<file path="src/inc/wwrs_defines.svh">
`ifndef WWRS_DEFINES_SVH
`define WWRS_DEFINES_SVH
// timing resistor in ohms, default plain value
`define WWRS_RDELAY_OHM 60000
// timebase: one tick per reset delay unit (5.21e-8 s/ohm), in picoseconds
`define WWRS_RST_DELAY_PS_PER_OHM 52100
`define WWRS_WAKE_PS_PER_OHM 417000
`define WWRS_R2W_PS_PER_OHM 208000
`define WWRS_CLK_PERIOD_PS 100000
// reset delay in cycles (longest time rounds down, at least one)
`define WWRS_RST_DELAY_CYC ((`WWRS_RDELAY_OHM * `WWRS_RST_DELAY_PS_PER_OHM) / `WWRS_CLK_PERIOD_PS)
// reset-to-wake and wake period are four and eight reset delays
`define WWRS_R2W_MULT 4
`define WWRS_WAKE_MULT 8
`define WWRS_HOST_WAIT_NS 5000
`define WWRS_CNT_W 32
`endif

</file>
<file path="src/inc/wwrs_pkg.sv">
package wwrs_pkg;
  // supervisor state
  typedef enum logic [1:0] {
    WWRS_HOLD,
    WWRS_RDELAY,
    WWRS_R2W,
    WWRS_RUN
  } wwrs_state_t;
  // status flags from the analog side
  typedef struct packed {
    logic outGood;
    logic outUnder;
    logic inLow;
  } wwrs_supply_t;
  // pin outputs toward the host
  typedef struct packed {
    logic wake;
    logic resetOutN;
  } wwrs_host_t;
endpackage

</file>
<file path="src/core/wwrs_supervisor.sv">
`timescale 1ns/100ps
`include "wwrs_defines.svh"
// Notes on behaviour
// - wake is a 50% square wave in each period with no service
// - wake cycles repeat endlessly outside reset
// - only falling watchdog edges count, watched only in the run state
// - first edge forces wake low for the cycle
// - later edges in same cycle are ignored
// - no edge in a cycle gives reset pulse
// - reset held until output reported in regulation
// - undervoltage resets; release after recovery plus delay
// - input too low always asserts reset
// - wake held low whenever reset is asserted
// - wake restarts; first rise after reset-to-wake delay
// - wake period is 4.17e-7 s per ohm
// - reset delay is 5.21e-8 s per ohm
// - enable high turns supply on, low shuts down
module wwrs_supervisor #(
  parameter int unsigned RST_DELAY_CYC = `WWRS_RST_DELAY_CYC
) (
  // clock and reset
  input  wire logic                core_clk,
  input  wire logic                resetn,
  // pins from outside
  input  wire logic                watchdogServiceIn,
  input  wire logic                enableIn,
  input  wire wwrs_pkg::wwrs_supply_t supplyIn,
  // pins toward host and regulator
  output wwrs_pkg::wwrs_host_t     hostOut,
  output logic                     supplyOn
);
  import wwrs_pkg::*;

  localparam int unsigned RDC = (RST_DELAY_CYC < 1) ? 1 : RST_DELAY_CYC;
  localparam int unsigned R2W_CYC = RDC * `WWRS_R2W_MULT;
  localparam int unsigned WAKE_CYC = RDC * `WWRS_WAKE_MULT;
  localparam int unsigned HALF_CYC = WAKE_CYC / 2;
  localparam logic [`WWRS_CNT_W-1:0] RDC_L = RDC[`WWRS_CNT_W-1:0];
  localparam logic [`WWRS_CNT_W-1:0] R2W_L = R2W_CYC[`WWRS_CNT_W-1:0];
  localparam logic [`WWRS_CNT_W-1:0] WAKE_L = WAKE_CYC[`WWRS_CNT_W-1:0];
  localparam logic [`WWRS_CNT_W-1:0] HALF_L = HALF_CYC[`WWRS_CNT_W-1:0];

  // synchronisers for pin inputs
  logic [1:0] wdSync;
  logic [1:0] enSync;
  logic [1:0] goodSync;
  logic [1:0] underSync;
  logic [1:0] lowSync;
  logic       wdPrev;

  always_ff @(posedge core_clk) begin
    if (!resetn) begin
      wdSync    <= 2'h3;
      enSync    <= 2'h0;
      goodSync  <= 2'h0;
      underSync <= 2'h0;
      lowSync   <= 2'h3;
      wdPrev    <= 1'h1;
    end else begin
      wdSync    <= {wdSync[0], watchdogServiceIn};
      enSync    <= {enSync[0], enableIn};
      goodSync  <= {goodSync[0], supplyIn.outGood};
      underSync <= {underSync[0], supplyIn.outUnder};
      lowSync   <= {lowSync[0], supplyIn.inLow};
      wdPrev    <= wdSync[1];
    end
  end

  // decoded conditions
  wire enabled   = enSync[1];
  wire wdFall    = wdPrev & ~wdSync[1];
  wire inLow     = lowSync[1];
  wire outBad    = underSync[1] | ~goodSync[1];
  wire forceRst  = ~enabled | inLow | outBad;

  assign supplyOn = enabled;

  // state, one shared counter, serviced flag
  wwrs_state_t              state;
  wwrs_state_t              next_state;
  logic [`WWRS_CNT_W-1:0]   cnt;
  logic [`WWRS_CNT_W-1:0]   next_cnt;
  logic                     served;
  logic                     next_served;

  wire cntEnd  = (state == WWRS_RDELAY) ? (cnt == RDC_L - 1'b1) :
                 (state == WWRS_R2W)    ? (cnt == R2W_L - 1'b1) :
                 (cnt == WAKE_L - 1'b1);
  wire missed  = (state == WWRS_RUN) & cntEnd & ~served & ~wdFall;

  // next state and counter
  always_comb begin
    next_state  = state;
    next_cnt    = cnt + 1'b1;
    next_served = served;
    case (state)
      WWRS_HOLD: begin
        next_cnt = '0;
        if (!forceRst) begin
          next_state = WWRS_RDELAY;
        end
      end
      WWRS_RDELAY: begin
        if (cntEnd) begin
          next_state = WWRS_R2W;
          next_cnt   = '0;
        end
      end
      WWRS_R2W: begin
        next_served = 1'b0;
        if (cntEnd) begin
          next_state = WWRS_RUN;
          next_cnt   = '0;
        end
      end
      WWRS_RUN: begin
        if (wdFall) begin
          next_served = 1'b1;
        end
        if (missed) begin
          next_state = WWRS_HOLD;
          next_cnt   = '0;
        end else if (cntEnd) begin
          next_cnt    = '0;
          next_served = 1'b0;
        end
      end
      default: begin
        next_state = WWRS_HOLD;
        next_cnt   = '0;
      end
    endcase
    if (forceRst) begin
      next_state  = WWRS_HOLD;
      next_cnt    = '0;
      next_served = 1'b0;
    end
  end

  always_ff @(posedge core_clk) begin
    if (!resetn) begin
      state  <= WWRS_HOLD;
      cnt    <= '0;
      served <= 1'b0;
    end else begin
      state  <= next_state;
      cnt    <= next_cnt;
      served <= next_served;
    end
  end

  // outputs from flip-flops
  wire next_rstN = (next_state == WWRS_R2W) | (next_state == WWRS_RUN);
  wire next_wake = (next_state == WWRS_RUN) & ~next_served &
                   (next_cnt < HALF_L);

  always_ff @(posedge core_clk) begin
    if (!resetn) begin
      hostOut <= '0;
    end else begin
      hostOut.resetOutN <= next_rstN;
      hostOut.wake      <= next_wake;
    end
  end

  // helper counters so the checks can speak about long stretches
  // without unrolling huge repetitions
  logic [`WWRS_CNT_W-1:0]   wakeRun;
  logic [`WWRS_CNT_W-1:0]   rstRun;
  logic [`WWRS_CNT_W-1:0]   highRun;

  // run lengths of wake high, reset low and reset high
  always_ff @(posedge core_clk) begin
    if (!resetn) begin
      wakeRun <= '0;
      rstRun  <= '0;
      highRun <= '0;
    end else begin
      wakeRun <= hostOut.wake ? (wakeRun + 1'b1) : '0;
      rstRun  <= hostOut.resetOutN ? '0 : (rstRun + 1'b1);
      highRun <= hostOut.resetOutN ? (highRun + 1'b1) : '0;
    end
  end
endmodule // wwrs_supervisor

</file>
<file path="config.mk">
export PLATFORM = sky130hd
export DESIGN_NAME = wwrs_supervisor
export DESIGN_NICKNAME = d
export VERILOG_FILES = /design/src/inc/wwrs_pkg.sv /design/src/core/wwrs_supervisor.sv
export VERILOG_INCLUDE_DIRS = /design/src /design/src/inc
export SDC_FILE = /design/constraint.sdc
export NUM_CORES = 1
export LEC_CHECK = 0
export BUFFER_PORTS_ARGS = -buffer_cell sky130_fd_sc_hd__buf_4
export CAP_MARGIN = 20
export CORE_AREA = 2 2 73 110
export CTS_CLUSTER_DIAMETER = 60
export DETAILED_ROUTE_END_ITERATION = 10
export DIE_AREA = 0 0 75 112
export HOLD_SLACK_MARGIN = 0.15
export MAX_ROUTING_LAYER = met4
export PLACE_DENSITY = 0.57
export SETUP_SLACK_MARGIN = 0.4
export SLEW_MARGIN = 30
export SYNTH_ARGS = -nofsm -noshare
export SYNTH_HDL_FRONTEND = slang
export SYNTH_SLANG_ARGS = --single-unit
</file>
<file path="constraint.sdc">
create_clock -name core_clk -period 2.41 [get_ports core_clk]
set_input_delay 0.482 -clock core_clk [delete_from_list [all_inputs] [get_ports core_clk]]
set_output_delay 0.482 -clock core_clk [all_outputs]
set_load 0.02 [all_outputs]
</file>
==> flow_summary.yaml <==
setup_path:
  critPathKind: "register to register"
  worstPathMaxFanout: 5
  setup.worst_path.end_class: "register"
  required_ns: 2.60
  cp-start-kind: "register"
  crit_arrival_ns: 2.67
timing:
  finalClockSkew_ns: 0.00689
  finalMaxSlewViolations: 0
  finalCriticalPeriod_ns: 2.48
  rsz0062_at_grt: "true"
  final-setup-viol-count: 19
  period_share: 1.03
  hold_violations: 0
  slew_headroom: 0.612
  max_freq_mhz: 403
  worst_slack_ns: -0.0713
  tightest_slew_ns: 0.574
  fin_tns_setup_ns: -0.326
yosys:
  ys_seq_elements: 48
  synthTopCellsByCount: "48 x dfxtp_1, 46 x nor2_1, 27 x nand2_1, 19 x xnor2_1, 16 x clkbuf_1"
  ys_warn_count: 0
  synth_top_area_share: 0.379
  synth_top_family_by_area: "simple AND/OR/NAND/NOR gates"
  synth.area.top_cells: "dfxtp_1 38%, nor2_1 6.8%, xnor2_1 6.6%"
  async_flop_share: 0
  syn_area_per_cell_um2: 8.08
  yosys.area_share.simple: 0.323
  yosys.cell_types.count: 48
  syn-instance-count: 314
  synth_fp_nets: 326
  yosysSeqAreaShare: 0.379
  synth_most_common_cell: "dfxtp_1"
  synth_mux_area_frac: 0.00394
  synthAdderAreaFrac: 0.0246
  synth_edf_count: 0
  yosysTopAreaCell: "dfxtp_1"
  synth_ff_type: "dfxtp_1"
  syn_area_mm2: 0.00254
  synth_compound_area_frac: 0.108
  yosys.area_share.xor_xnor: 0.114
route:
  routedWlPerCell_um: 13.9
  via_per_inst: 4.99
  first_pass_iters: 4
  antenna_left: 0
  drtIter0Drc: 71
  vias: 2380
  drt_wl_total_mm: 6.63
  drt_drc_violations_left: 0
final_layout:
  layout.cells.non_filler: 477
  syn_to_final_growth_pct: 35.5
  antenna_cells: 0
  fin_util: 0.461
  drive_gt1_frac: 0.269
  final_nets: 386
global_routing:
  grt.overflow.total: 0
  met2_usage: 0.320
  grt_pass1_vias: 2360
  grt_use_met3: 0.0317
  grt_use_total: 0.179
  grt_max_degree: 17
  antenna_found_initial: 0
  use_met1: 0.179
  busiest_layer: "met2"
  grt_first_pass_wirelength_mm: 11.0
floorplanning:
  num_rows: 39
  die_area_mm2: 0.00840
  die_y_um: 112
  coreArea_mm2: 0.00747
  initial_utilization: 0.340
  die_x_um: 75
  boundaryPins: 10
power:
  powerDensity_mw_per_mm2: 484
  p_leak_nw: 1.23
  peakVddDrop_uv: 444
run_status:
  status: "complete, but fails checks"
  violations: "negative setup slack"
placed_design:
  gp_congestion: 0.894
  hpwlAfterDp_mm: 4.98
  numPortBuffers: 9
  dp.cells: 466
clock_tree:
  clockBufferDepth: 2
  htree_levels: 2
  cts_root_buffer: "clkbuf_16"
  path_clk_slew_ns: 0.06
  numCtsBuffers: 5
  clkLatencyLatePin_ns: 0.29
  cts.sinks: 48
  cts_tree: "done"
hold_path:
  hold_class: "primary input to register"
job:
  drv_cap: 0
what timing repair did:
item / in CTS / in global routing
setup endpoints to repair: 37 / 37
cloned: 1 / 0
buffers inserted: 1 / 1
pin swaps: 4 / 2
gates resized for setup: 13 / 2
hold buffers: 0 / 0
logic make-up (layout without fill, tap and decap cells):
group	Yosys count	count (layout)
buf+inv	31	92
xor+xnor	33	33
flops	48	48
compound gates	41	41
mux	1	1
fa+ha+maj	5	5
simple gates	155	155
layout make-up:
| type | instances | area (um^2) |
|---|---|---|
| fillers | 727 | 4030 |
| multi-input cells | 235 | 1540 |
| flip-flops and latches | 48 | 962 |
| repair buffers | 72 | 582 |
| clock buffers | 7 | 153 |
| well taps | 102 | 128 |
| inverters | 12 | 47.5 |
| clock inverters | 1 | 30.0 |
flip-flops by register name (all words and copies together) (netlist names):
register   cells
goodSync       2
enSync         2
underSync      2
state          2
wdPrev         1
served         1
wdSync         2
lowSync        2
hostOut        2
cnt           32
per-stage QoR:
| step | power, W | area [um^2] | hold WS, ns | setup slack, ns |
|---|---|---|---|---|
| 4_1_cts | 0.00168 | 3430 | 0.365 | -0.0792 |
| 2_1_floorplan | 0.000831 | 2610 | 0.386 | -0.109 |
| 5_1_grt | 0.00171 | 3440 | 0.374 | -0.237 |
| 6_report | 0.00167 | 3440 | 0.367 | -0.0713 |
| 3_5_place_dp | 0.000842 | 3140 | 0.393 | -0.184 |
| 3_3_place_gp | 0.000842 | 3140 | 0.392 | -0.145 |
metal layers:
layer  vias up  routed length, um  part of all wire
met3        12                145             0.022
met2        31               3690              0.56
met5         -                  0                 0
li1       1208                  -                 -
met1      1129               2600              0.39
met4         0                200             0.030
placed cells by master, fill, tap and decap left out, drive strengths merged, types with 3 or more instances in the layout:
| master | instances |
|---|---|
| buf | 71 |
| dfxtp | 48 |
| nor2 | 46 |
| nand2 | 27 |
| xnor2 | 19 |
| xor2 | 14 |
| nand3 | 14 |
| inv | 12 |
| nand4 | 11 |
| nand2b | 10 |
| nor3 | 10 |
| a21oi | 10 |
| o21ai | 10 |
| nor4 | 8 |
| and2 | 7 |
| clkbuf | 7 |
| ha | 5 |
| and4 | 3 |
| o31ai | 3 |
| a31oi | 3 |
| nor2b | 3 |
path summary, 6_finish.rpt:
path | to | start | slack (ns) | depth (start not counted)
min reg2reg | lowSync[1] | lowSync[0] | 0.41 | 1
min | lowSync[0] | supplyIn[0] | 0.37 | 2
max reg2reg | hostOut[1] | state[0] | -0.07 | 8
max | hostOut[1] | state[0] | -0.07 | 8
worst max-delay path: stages (launching register included):
cell	delay, ns
dfxtp_2	0.35
inv_4	0.05
ha_4	0.24
nor4bb_2	0.27
o2111ai_1	0.13
or4_4	0.54
or2_0	0.22
a221o_1	0.36
a2111oi_2	0.22
power by group:
part           internal (W)  switching (W)  leakage, nW
combinational     0.0000123     0.00000909        0.748
sequential         0.000801     0.00000185        0.389
clock              0.000546       0.000296       0.0901
No activity file was read; power rests on OpenSTA's default activity.
